===== src/include/bes_pkg.sv =====
// Constants, command codes and register map of the bus exerciser sequencer
package bes_pkg;
  localparam logic [11:0] OFS_CMD = 12'h000;
  localparam logic [11:0] OFS_TADDR = 12'h004;
  localparam logic [11:0] OFS_TDATA = 12'h008;
  localparam logic [11:0] OFS_BITSEL = 12'h00C;
  localparam logic [11:0] OFS_PROBE = 12'h010;
  localparam logic [11:0] OFS_START = 12'h014;
  localparam logic [11:0] OFS_STAT = 12'h018;
  localparam logic [11:0] OFS_RDATA = 12'h01C;
  localparam logic [11:0] OFS_STS = 12'h020;
  localparam logic [11:0] OFS_CTL = 12'h024;
  localparam logic [11:0] OFS_PRB_RES = 12'h028;
  localparam logic [11:0] OFS_PRB_SIG = 12'h02C;
  localparam logic [3:0] CMD_READ = 4'h1;
  localparam logic [3:0] CMD_WRITE = 4'h2;
  localparam logic [3:0] CMD_RAMP = 4'h3;
  localparam logic [3:0] CMD_ROTATING_BIT_PATTERN = 4'h4;
  localparam logic [3:0] CMD_AFLIP = 4'h5;
  localparam logic [3:0] CMD_DFLIP = 4'h6;
  localparam logic [3:0] CMD_STS = 4'h7;
  localparam logic [3:0] CMD_CTLWR = 4'h8;
  localparam logic [3:0] CMD_CTLFLIP = 4'h9;
  localparam logic [3:0] CMD_REPEAT = 4'hA;
  localparam logic [3:0] CMD_LOOP = 4'hB;
  localparam logic [3:0] CMD_STOP = 4'hC;
  localparam logic [3:0] CMD_RESUME = 4'hD;
  localparam logic [3:0] CMD_RUN = 4'hE;
  localparam logic [1:0] SYNC_FREE = 2'h0;
  localparam logic [1:0] SYNC_ADDR = 2'h1;
  localparam logic [1:0] SYNC_DATA = 2'h2;
  localparam logic [1:0] SYNC_SPECIAL = 2'h3;
  localparam logic [31:0] DEFAULT_START_ADDR = 32'h0000_0000;
  localparam int CLK_PERIOD_NS = 4;
  localparam int FLASH_HALF_MS = 250;
  localparam int FLASH_HALF_CYC = FLASH_HALF_MS * 1000000 / CLK_PERIOD_NS;
  typedef enum logic [1:0] {S_IDLE, S_LOCAL, S_WAIT, S_HALT} bes_state_t;
endpackage : bes_pkg


===== src/rtl/bes_sequencer.sv =====
// Bus exerciser sequencer: APB registers, pod access sequencing, run control and probe
`timescale 1ns/1ps
`default_nettype none
module bes_sequencer import bes_pkg::*; #(
  parameter int DW = 8,
  parameter int NCTL = 8,
  parameter int NSTS = 16,
  parameter int FLASH_CYC = FLASH_HALF_CYC,
  parameter logic [31:0] DEFAULT_START = DEFAULT_START_ADDR
) (
  // Clock and reset
  input wire logic pclk,
  input wire logic presetn,
  // APB slave
  input wire logic psel,
  input wire logic penable,
  input wire logic pwrite,
  input wire logic [11:0] paddr,
  input wire logic [31:0] pwdata,
  output logic pready,
  output logic [31:0] prdata,
  output logic pslverr,
  // Pod bus access
  output logic bus_req,
  output logic bus_we,
  output logic [31:0] bus_addr,
  output logic [DW-1:0] bus_wdata,
  input wire logic bus_done,
  input wire logic bus_err,
  input wire logic [DW-1:0] bus_rdata,
  // Target status and control lines
  input wire logic [NSTS-1:0] status_in,
  output logic [NCTL-1:0] ctl_out,
  // Run target
  output logic run_target_code,
  output logic [31:0] target_start_addr,
  // Operator indicators
  output logic looping_led,
  output logic stopped_led,
  output logic beep,
  // Probe and scope
  input wire logic sync_addr_valid,
  input wire logic sync_data_valid,
  input wire logic sync_special,
  input wire logic probe_tip,
  output logic probe_pulse_high,
  output logic probe_pulse_low,
  output logic scope_trigger
);

  typedef struct packed {
    logic pready;
    logic [31:0] prdata;
    logic pslverr;
    bes_state_t state;
    logic [3:0] op;
    logic [31:0] op_addr;
    logic [31:0] op_data;
    logic [4:0] op_bit;
    logic step;
    logic loop;
    logic err_loop;
    logic it_err;
    logic prev_err;
    logic beep;
    logic bus_req;
    logic bus_we;
    logic [31:0] bus_addr;
    logic [DW-1:0] bus_wdata;
    logic [31:0] taddr;
    logic [31:0] tdata;
    logic [4:0] bitsel;
    logic [1:0] sync_sel;
    logic stim_hi;
    logic stim_lo;
    logic use_start;
    logic [31:0] start_addr;
    logic [DW-1:0] rdata;
    logic [NSTS-1:0] sts;
    logic [NCTL-1:0] ctl;
    logic run;
    logic [31:0] tgt_start;
    logic [31:0] flash_cnt;
    logic flash;
    logic led_loop;
    logic led_stop;
    logic p_hi;
    logic p_lo;
    logic p_last;
    logic [15:0] p_cnt;
    logic [15:0] p_sig;
    logic stim_phase;
    logic pulse_hi;
    logic pulse_lo;
    logic scope;
  } bes_regs_t;

  bes_regs_t r;
  bes_regs_t n;
  logic cmd_go;
  logic [3:0] cmd;
  logic wr_acc;
  logic rd_acc;
  logic strobe;

  function automatic logic [DW-1:0] rotr(input logic [DW-1:0] x);
    rotr = {x[0], x[DW-1:1]};
  endfunction : rotr

  function automatic logic [DW-1:0] rotl(input logic [DW-1:0] x);
    rotl = {x[DW-2:0], x[DW-1]};
  endfunction : rotl

  function automatic logic [DW-1:0] dmask(input logic [4:0] b);
    dmask = {{(DW-1){1'b0}}, 1'b1} << b;
  endfunction : dmask

  function automatic logic [NCTL-1:0] cmask(input logic [4:0] b);
    cmask = {{(NCTL-1){1'b0}}, 1'b1} << b[2:0];
  endfunction : cmask

  // Start the latched operation from its first step
  function automatic bes_regs_t launch(input bes_regs_t s);
    bes_regs_t t;
    t = s;
    t.step = 1'b0;
    t.it_err = 1'b0;
    t.bus_addr = s.op_addr;
    t.bus_we = !(s.op == CMD_READ || s.op == CMD_AFLIP);
    t.bus_wdata = (s.op == CMD_RAMP) ? '0 : s.op_data[DW-1:0];
    if (s.op == CMD_STS || s.op == CMD_CTLWR || s.op == CMD_CTLFLIP) begin
      t.bus_req = 1'b0;
      t.state = S_LOCAL;
    end else begin
      t.bus_req = 1'b1;
      t.state = S_WAIT;
    end
    launch = t;
  endfunction : launch

  // End of one pass: rerun while looping, else go quiet
  function automatic bes_regs_t finish(input bes_regs_t s);
    bes_regs_t t;
    t = s;
    if (s.loop) begin
      t.beep = s.err_loop & s.prev_err & ~s.it_err;
      t.prev_err = s.it_err;
      t = launch(t);
    end else begin
      t.state = S_IDLE;
      t.bus_req = 1'b0;
    end
    finish = t;
  endfunction : finish

  assign wr_acc = psel && penable && r.pready && pwrite;
  assign rd_acc = psel && penable && r.pready && !pwrite;
  assign cmd = pwdata[3:0];
  assign cmd_go = wr_acc && (paddr == OFS_CMD);

  always_comb begin
    n = r;
    n.beep = 1'b0;
    n.pready = 1'b0;
    n.pslverr = 1'b0;
    n.pulse_hi = 1'b0;
    n.pulse_lo = 1'b0;
    strobe = 1'b1;
    // APB: one wait state, data and error prepared with pready
    if (psel && penable && !r.pready) begin
      n.pready = 1'b1;
      n.prdata = 32'h0000_0000;
      case (paddr)
        OFS_CMD: n.prdata = {28'h0000000, r.op};
        OFS_TADDR: n.prdata = r.taddr;
        OFS_TDATA: n.prdata = r.tdata;
        OFS_BITSEL: n.prdata = {27'h0000000, r.bitsel};
        OFS_PROBE: n.prdata = {27'h0000000, r.use_start, r.stim_lo, r.stim_hi, r.sync_sel};
        OFS_START: n.prdata = r.start_addr;
        OFS_STAT: n.prdata = {26'h0000000, r.err_loop, r.run, r.led_stop | (r.state == S_IDLE),
                              r.loop, r.state == S_HALT, r.state != S_IDLE};
        OFS_RDATA: n.prdata = 32'(r.rdata);
        OFS_STS: n.prdata = 32'(r.sts);
        OFS_CTL: n.prdata = 32'(r.ctl);
        OFS_PRB_RES: n.prdata = {14'h0000, r.p_lo, r.p_hi, r.p_cnt};
        OFS_PRB_SIG: n.prdata = {16'h0000, r.p_sig};
        default: n.pslverr = 1'b1;
      endcase
    end
    if (wr_acc) begin
      case (paddr)
        OFS_TADDR: n.taddr = pwdata;
        OFS_TDATA: n.tdata = pwdata;
        OFS_BITSEL: n.bitsel = pwdata[4:0];
        OFS_PROBE: begin
          n.sync_sel = pwdata[1:0];
          n.stim_hi = pwdata[2];
          n.stim_lo = pwdata[3];
          n.use_start = pwdata[4];
        end
        OFS_START: n.start_addr = pwdata;
        default: ;
      endcase
    end
    // Sequencer
    case (r.state)
      S_IDLE: begin
        if (cmd_go) begin
          if (cmd >= CMD_READ && cmd <= CMD_CTLFLIP) begin
            n.op = cmd;
            n.op_addr = r.taddr;
            n.op_data = r.tdata;
            n.op_bit = r.bitsel;
            n.loop = 1'b0;
            n.err_loop = 1'b0;
            n = launch(n);
          end else if (cmd == CMD_REPEAT && r.op != 4'h0) begin
            n = launch(n);
          end else if (cmd == CMD_LOOP && r.op != 4'h0) begin
            n.loop = 1'b1;
            n.err_loop = 1'b0;
            n.prev_err = 1'b0;
            n = launch(n);
          end else if (cmd == CMD_RUN) begin
            n.run = 1'b1;
            n.tgt_start = r.use_start ? r.start_addr : DEFAULT_START;
          end else if (cmd == CMD_STOP) begin
            n.run = 1'b0;
            n.loop = 1'b0;
            n.err_loop = 1'b0;
          end
        end
      end
      S_LOCAL: begin
        case (r.op)
          CMD_STS: n.sts = status_in;
          CMD_CTLWR: n.ctl = r.op_data[NCTL-1:0];
          default: n.ctl = r.ctl ^ cmask(r.op_bit);
        endcase
        n = finish(n);
        if (cmd_go && cmd == CMD_STOP) begin
          n.state = S_IDLE;
          n.loop = 1'b0;
        end
      end
      S_WAIT: begin
        if (cmd_go && cmd == CMD_STOP) begin
          n.state = S_IDLE;
          n.bus_req = 1'b0;
          n.loop = 1'b0;
          n.err_loop = 1'b0;
        end else if (bus_done) begin
          if (cmd_go && cmd == CMD_LOOP) begin
            n.loop = 1'b1;
          end
          if (bus_err && !r.err_loop) begin
            n.state = S_HALT;
            n.bus_req = 1'b0;
          end else begin
            if (bus_err) begin
              n.it_err = 1'b1;
            end
            case (r.op)
              CMD_RAMP: begin
                if (r.bus_wdata == '1) n = finish(n);
                else n.bus_wdata = r.bus_wdata + 1'b1;
              end
              CMD_ROTATING_BIT_PATTERN: begin
                if (r.bus_wdata == rotl(r.op_data[DW-1:0])) n = finish(n);
                else n.bus_wdata = rotr(r.bus_wdata);
              end
              CMD_AFLIP: begin
                n.rdata = bus_rdata;
                if (!r.step) begin
                  n.step = 1'b1;
                  n.bus_addr = r.bus_addr ^ (32'h0000_0001 << r.op_bit);
                end else n = finish(n);
              end
              CMD_DFLIP: begin
                if (!r.step) begin
                  n.step = 1'b1;
                  n.bus_wdata = r.bus_wdata ^ dmask(r.op_bit);
                end else n = finish(n);
              end
              CMD_READ: begin
                n.rdata = bus_rdata;
                n = finish(n);
              end
              default: n = finish(n);
            endcase
          end
        end else if (cmd_go && cmd == CMD_LOOP) begin
          n.loop = 1'b1;
        end
      end
      S_HALT: begin
        if (cmd_go && cmd == CMD_LOOP) begin
          n.loop = 1'b1;
          n.err_loop = 1'b1;
          n.prev_err = 1'b1;
          n = launch(n);
        end else if (cmd_go && cmd == CMD_RESUME) begin
          n.state = S_WAIT;
          n.bus_req = 1'b1;
        end else if (cmd_go && cmd == CMD_STOP) begin
          n.state = S_IDLE;
          n.loop = 1'b0;
        end
      end
      default: n.state = S_IDLE;
    endcase
    // Indicators
    if (r.flash_cnt == 32'(FLASH_CYC - 1)) begin
      n.flash_cnt = 32'h0000_0000;
      n.flash = !r.flash;
    end else begin
      n.flash_cnt = r.flash_cnt + 32'h0000_0001;
    end
    n.led_loop = r.flash & r.loop;
    n.led_stop = r.flash & !r.run & (r.state == S_IDLE || r.state == S_HALT);
    // Probe timing, stimulus and response
    case (r.sync_sel)
      SYNC_ADDR: strobe = sync_addr_valid;
      SYNC_DATA: strobe = sync_data_valid;
      SYNC_SPECIAL: strobe = sync_special;
      default: strobe = 1'b1;
    endcase
    n.scope = strobe;
    if (rd_acc && paddr == OFS_PRB_RES) begin
      n.p_hi = 1'b0;
      n.p_lo = 1'b0;
      n.p_cnt = 16'h0000;
      n.p_sig = 16'h0000;
    end
    if (strobe) begin
      n.p_hi = n.p_hi | probe_tip;
      n.p_lo = n.p_lo | !probe_tip;
      n.p_last = probe_tip;
      if (probe_tip != r.p_last) n.p_cnt = n.p_cnt + 16'h0001;
      n.p_sig = {n.p_sig[14:0], probe_tip ^ n.p_sig[15] ^ n.p_sig[11] ^ n.p_sig[8] ^ n.p_sig[6]};
      case ({r.stim_hi, r.stim_lo})
        2'b10: n.pulse_hi = 1'b1;
        2'b01: n.pulse_lo = 1'b1;
        2'b11: begin
          n.pulse_hi = !r.stim_phase;
          n.pulse_lo = r.stim_phase;
          n.stim_phase = !r.stim_phase;
        end
        default: ;
      endcase
    end
  end

  always_ff @(posedge pclk or negedge presetn) begin
    if (!presetn) r <= '0;
    else r <= n;
  end

  assign pready = r.pready;
  assign prdata = r.prdata;
  assign pslverr = r.pslverr;
  assign bus_req = r.bus_req;
  assign bus_we = r.bus_we;
  assign bus_addr = r.bus_addr;
  assign bus_wdata = r.bus_wdata;
  assign ctl_out = r.ctl;
  assign run_target_code = r.run;
  assign target_start_addr = r.tgt_start;
  assign looping_led = r.led_loop;
  assign stopped_led = r.led_stop;
  assign beep = r.beep;
  assign probe_pulse_high = r.pulse_hi;
  assign probe_pulse_low = r.pulse_lo;
  assign scope_trigger = r.scope;

  a_ramp_step: assert property (@(posedge pclk) disable iff (!presetn)
    (r.state == S_WAIT && r.op == CMD_RAMP && bus_done && !bus_err && r.bus_wdata != '1 && !cmd_go)
    |=> (bus_wdata == $past(bus_wdata) + 1'b1) && bus_req) else $error("ramp value did not advance");
  a_rotating_bit_pattern_rotate: assert property (@(posedge pclk) disable iff (!presetn)
    (r.state == S_WAIT && r.op == CMD_ROTATING_BIT_PATTERN && bus_done && !bus_err && !cmd_go &&
     r.bus_wdata != rotl(r.op_data[DW-1:0])) |=> bus_wdata == rotr($past(bus_wdata)))
    else $error("rotating_bit_pattern pattern did not rotate right");
  a_addr_flip: assert property (@(posedge pclk) disable iff (!presetn)
    (r.state == S_WAIT && r.op == CMD_AFLIP && !r.step && bus_done && !bus_err && !cmd_go)
    |=> bus_req && !bus_we && bus_addr == ($past(bus_addr) ^ (32'h0000_0001 << r.op_bit)))
    else $error("second read not at flipped address");
  a_data_flip: assert property (@(posedge pclk) disable iff (!presetn)
    (r.state == S_WAIT && r.op == CMD_DFLIP && !r.step && bus_done && !bus_err && !cmd_go)
    |=> bus_we && bus_addr == $past(bus_addr) && bus_wdata == ($past(bus_wdata) ^ dmask(r.op_bit)))
    else $error("second write not with flipped data");
  a_status_capture: assert property (@(posedge pclk) disable iff (!presetn)
    (cmd_go && cmd == CMD_STS && r.state == S_IDLE) |-> ##2 r.sts == $past(status_in))
    else $error("status inputs not captured");
  a_ctl_toggle: assert property (@(posedge pclk) disable iff (!presetn)
    (cmd_go && cmd == CMD_CTLFLIP && r.state == S_IDLE) |-> ##2 ctl_out == ($past(ctl_out, 2) ^ cmask(r.op_bit)))
    else $error("control line not toggled alone");
  a_error_halt: assert property (@(posedge pclk) disable iff (!presetn)
    (r.state == S_WAIT && bus_done && bus_err && !r.err_loop && !cmd_go)
    |=> (r.state == S_HALT && !bus_req)[*2]) else $error("error did not halt activity");
  a_stop_quiet: assert property (@(posedge pclk) disable iff (!presetn)
    (cmd_go && cmd == CMD_STOP) |=> r.state == S_IDLE && !r.loop && !bus_req)
    else $error("stop did not reach quiescent state");
  a_run_start: assert property (@(posedge pclk) disable iff (!presetn)
    (cmd_go && cmd == CMD_RUN && r.state == S_IDLE) |=> run_target_code &&
    target_start_addr == ($past(r.use_start) ? $past(r.start_addr) : DEFAULT_START))
    else $error("run target start address wrong");

endmodule : bes_sequencer
`default_nettype wire


===== config.mk =====
export PLATFORM = sky130hd
export DESIGN_NAME = bes_sequencer
export DESIGN_NICKNAME = d
export VERILOG_FILES = /design/src/include/bes_pkg.sv /design/src/rtl/bes_sequencer.sv
export SDC_FILE = /design/constraint.sdc
export NUM_CORES = 1
export LEC_CHECK = 0
export BUFFER_PORTS_ARGS = -buffer_cell sky130_fd_sc_hd__buf_4
export CAP_MARGIN = 10
export CORE_MARGIN = 8
export CORE_UTILIZATION = 40
export CTS_BUF_LIST = sky130_fd_sc_hd__clkbuf_8
export DETAILED_ROUTE_END_ITERATION = 7
export GPL_ROUTABILITY_DRIVEN = 0
export PLACE_DENSITY = 0.7
export RECOVER_POWER = 100
export SYNTH_ARGS = -nofsm -noshare
export SYNTH_HDL_FRONTEND = slang
export SYNTH_SLANG_ARGS = --single-unit

===== constraint.sdc =====
create_clock -name pclk -period 4.85 [get_ports pclk]
set_input_delay 0.2425 -clock pclk [delete_from_list [all_inputs] [get_ports pclk]]
set_output_delay 0.2425 -clock pclk [all_outputs]
set_load 0.005 [all_outputs]

==> results.json <==
{
  "unrepaired_setup_endpoints_after_global_routing": "no",
  "finClkSkew_ns": 0.0390,
  "rows": 81,
  "setup.worst_path.class": "reg -> reg",
  "routed_wl_mm": 62.8,
  "antenna_left": 0,
  "startpoint_type": "flop",
  "largest_net_degree_at_the_start_of_global_routing": 155,
  "initial_core_util_pct": 40.3,
  "fraction_of_layout_cells_with_a_size_suffix_above_1_pct": 17.2,
  "clkSinkCount": 378,
  "hold_class": "in -> reg",
  "final_setup_violation_count": 0,
  "post-dp-hpwl_mm": 44.5,
  "syn-instance-count": 2012,
  "die_w_um": 238,
  "hold-worst-slack_ns": 0.102,
  "yosys_warnings": 0,
  "cts_resized": 0,
  "synth_seq_area_share_pct": 48.1,
  "fin_nets": 2222,
  "cts.path.max_buffers": 3,
  "crit_path_capture_type": "flop",
  "dp_worst_setup_slack_ns": 1.45,
  "power.leakage_nw": 9.77,
  "drt-vias-per-instance": 5.82,
  "vias_in_the_first_global_route": 15900,
  "crit_required_ns": 5.38,
  "peak_vdd_ir_mv": 0.303,
  "timing.final.ws_setup_ns": 0.677,
  "clock_latency_reported_for_the_late_side_of_the_worst_skew_pair_ns": 0.64,
  "grt_use_total_pct": 21.7,
  "place.port_buffers": 201,
  "fmax_mhz": 240,
  "drt_first_pass_iters": 8,
  "power_density_of_the_placed_cells_mw_per_mm2": 390,
  "detail_route.drc_violations": 1,
  "syn-num-nets": 2098,
  "clock-root-buffer": "clkbuf_8",
  "async_flop_share_pct": 100,
  "maxCapViolCount": 8,
  "synth.lib_cells_used.distinct": 77,
  "core-area_mm2": 0.0487,
  "antenna_found_initial": 3,
  "worst_slew_margin_rel_pct": -82.9,
  "post-cts-setup-buffer-count": 0,
  "numCtsBuffers": 68,
  "worst-path-max-fanout": 32,
  "post_place_cells": 2666,
  "total_number_of_vias": 16500,
  "postSynth.topFlopCell": "dfrtp_1",
  "flow.area_growth_from_synthesis_pct": 14.4,
  "first_pass_grt_wire_length_mm": 97.0,
  "failed_checks": "design-rule violations, max-capacitance violations, max-slew violations",
  "die_h_um": 238,
  "cts_hold_repair.buffers": 62,
  "fin_crit_sh_pct": 86.0,
  "synth_area_mm2": 0.0197,
  "final-hold-violation-count": 0,
  "gr-total-overflow": 0,
  "drt_iter0_drc": 2194,
  "boundaryPins": 202,
  "clock_tree.htree_level_count": 3,
  "num-fill-cells": 4636,
  "timing.final.crit_period_ns": 4.17,
  "timing.setup.tns_ns": 0,
  "number_of_enable_flip_flop_cells_after_synthesis": 0,
  "die-area_mm2": 0.0565,
  "route.detailed.wl_per_inst_um": 22.1,
  "final_max_slew_viol_count": 386,
  "post_synth.cell_area_avg_um2": 9.77,
  "clock_pin_slew_of_the_registers_on_the_worst_case_setup_and_hold_paths_ns": 0.06,
  "yosys_register_bits": 378,
  "tritoncts": "yes",
  "crit_path_arrival_time_ns": 4.71,
  "fin_cells": 2844,
  "status": "complete, but fails checks",
  "tightest_slew_ns": 2.74
}
-- critical path: stages (launching register included) --
cell       delay [ns]
dfrtp_1          1.06
inv_1            0.30
nor3_1           0.41
o21ai_0          0.31
a21oi_1          1.46
a222oi_1         0.26
o2bb2ai_1        0.26
-- metrics by stage --
| stage | power, mW | instance area (um^2) | util [%] |
|---|---|---|---|
| floorplan | 5.20 | 19700 | - |
| finish | 8.77 | 22500 | 46.1 |
| global placement | 5.87 | 20900 | 42.9 |
| detailed placement | 5.91 | 20900 | 42.9 |
| CTS | 8.84 | 22800 | 46.7 |
| global route | 9.21 | 22500 | 46.1 |
-- final cells by class --
class	count	area (um^2)	share of cell area, %
clock inverter	29	143	0.634
sequential	378	9460	42.1
multi-input combinational	1377	8770	39.0
tap	664	831	3.70
antenna	3	7.51	0.0334
timing repair buffer	291	2070	9.22
inverter	20	75.1	0.334
clock buffer	82	1130	5.02
-- cells in the final DEF (no fill, tap or decap), types with 24 or more instances in the layout --
cell,n
dfrtp_1,378
nand2_1,307
o21ai_0,196
nor2_1,125
mux2_2,107
buf_4,90
clkbuf_8,82
clkbuf_1,75
dlygate4sd3_1,62
clkbuf_4,58
a21oi_1,49
xnor2_1,47
a22o_1,41
inv_1,39
a222oi_1,39
nand3_1,37
xor2_1,35
a22oi_1,35
a221oi_1,32
nor3_1,28
o2bb2ai_1,24
-- metal layers --
metal | GRT usage, % | share of wire (%)
met4 | 7.99 | 3.7
met1 | 29.4 | 42
met3 | 6.58 | 9.6
met5 | 0 | 0
met2 | 32.6 | 44
-- report_power, final --
part | leakage (nW) | internal (mW) | switching [mW]
Sequential | 5.15 | 3.34 | 0.270
Combinational | 3.89 | 0.678 | 1.62
Clock | 0.722 | 1.53 | 1.33
Total | 9.77 | 5.54 | 3.22
-- path summary, 6_finish.rpt --
check,start,endpoint,slack (ns),cells past startpoint
max,r[292],bus_addr[2],0.68,6
min,pwdata[3],r[184],0.10,2
max reg2reg,r[292],bus_addr[2],0.68,6
min reg2reg,target_start_addr[27],target_start_addr[27],0.48,2
max in group asynchronous,presetn,r[137],1.95,3
min in group asynchronous,presetn,bus_addr[24],1.01,2
-- cell usage after synthesis, types with 18 or more instances --
cell | number | area share (%)
buf_4 | 113 | 4.3
a221oi_1 | 32 | 1.4
clkbuf_1 | 96 | 1.8
dfrtp_1 | 378 | 48
nand2_1 | 307 | 5.9
o21ai_0 | 157 | 4.0
a22oi_1 | 35 | 1.3
buf_2 | 19 | 0.48
nor2_1 | 127 | 2.4
nor3_1 | 28 | 0.71
and3_1 | 19 | 0.60
xor2_1 | 35 | 1.6
inv_1 | 20 | 0.38
a22o_1 | 41 | 1.8
o2bb2ai_1 | 24 | 1.1
nand4_1 | 19 | 0.60
o21ai_1 | 46 | 1.2
a222oi_1 | 39 | 2.0
mux2_2 | 107 | 6.1
a21oi_1 | 49 | 1.2
xnor2_1 | 47 | 2.1
nand3_1 | 37 | 0.94
mux2i_1 | 18 | 0.92
-- flip-flops by register name, summed over array words and instances (netlist names) --
| name | flops |
|---|---|
| bus_we | 1 |
| run_target_code | 1 |
| prdata | 32 |
| stopped_led | 1 |
| bus_addr | 32 |
| probe_pulse_high | 1 |
| ctl_out | 8 |
| bus_req | 1 |
| beep | 1 |
| pslverr | 1 |
| pready | 1 |
| bus_wdata | 8 |
| r | 255 |
| scope_trigger | 1 |
| target_start_addr | 32 |
| looping_led | 1 |
| probe_pulse_low | 1 |
-- logic make-up after synthesis --
| kind of cell | after synthesis | share of synthesized area [%] |
|---|---|---|
| flops | 378 | 48.1 |
| buf+inv | 257 | 7.27 |
| simple gates | 637 | 15.0 |
| compound gates | 526 | 18.4 |
| fa+ha+maj | 7 | 0.446 |
| mux | 125 | 7.05 |
| xor+xnor | 82 | 3.65 |
Note: power is estimated with default switching activity, not from simulation.
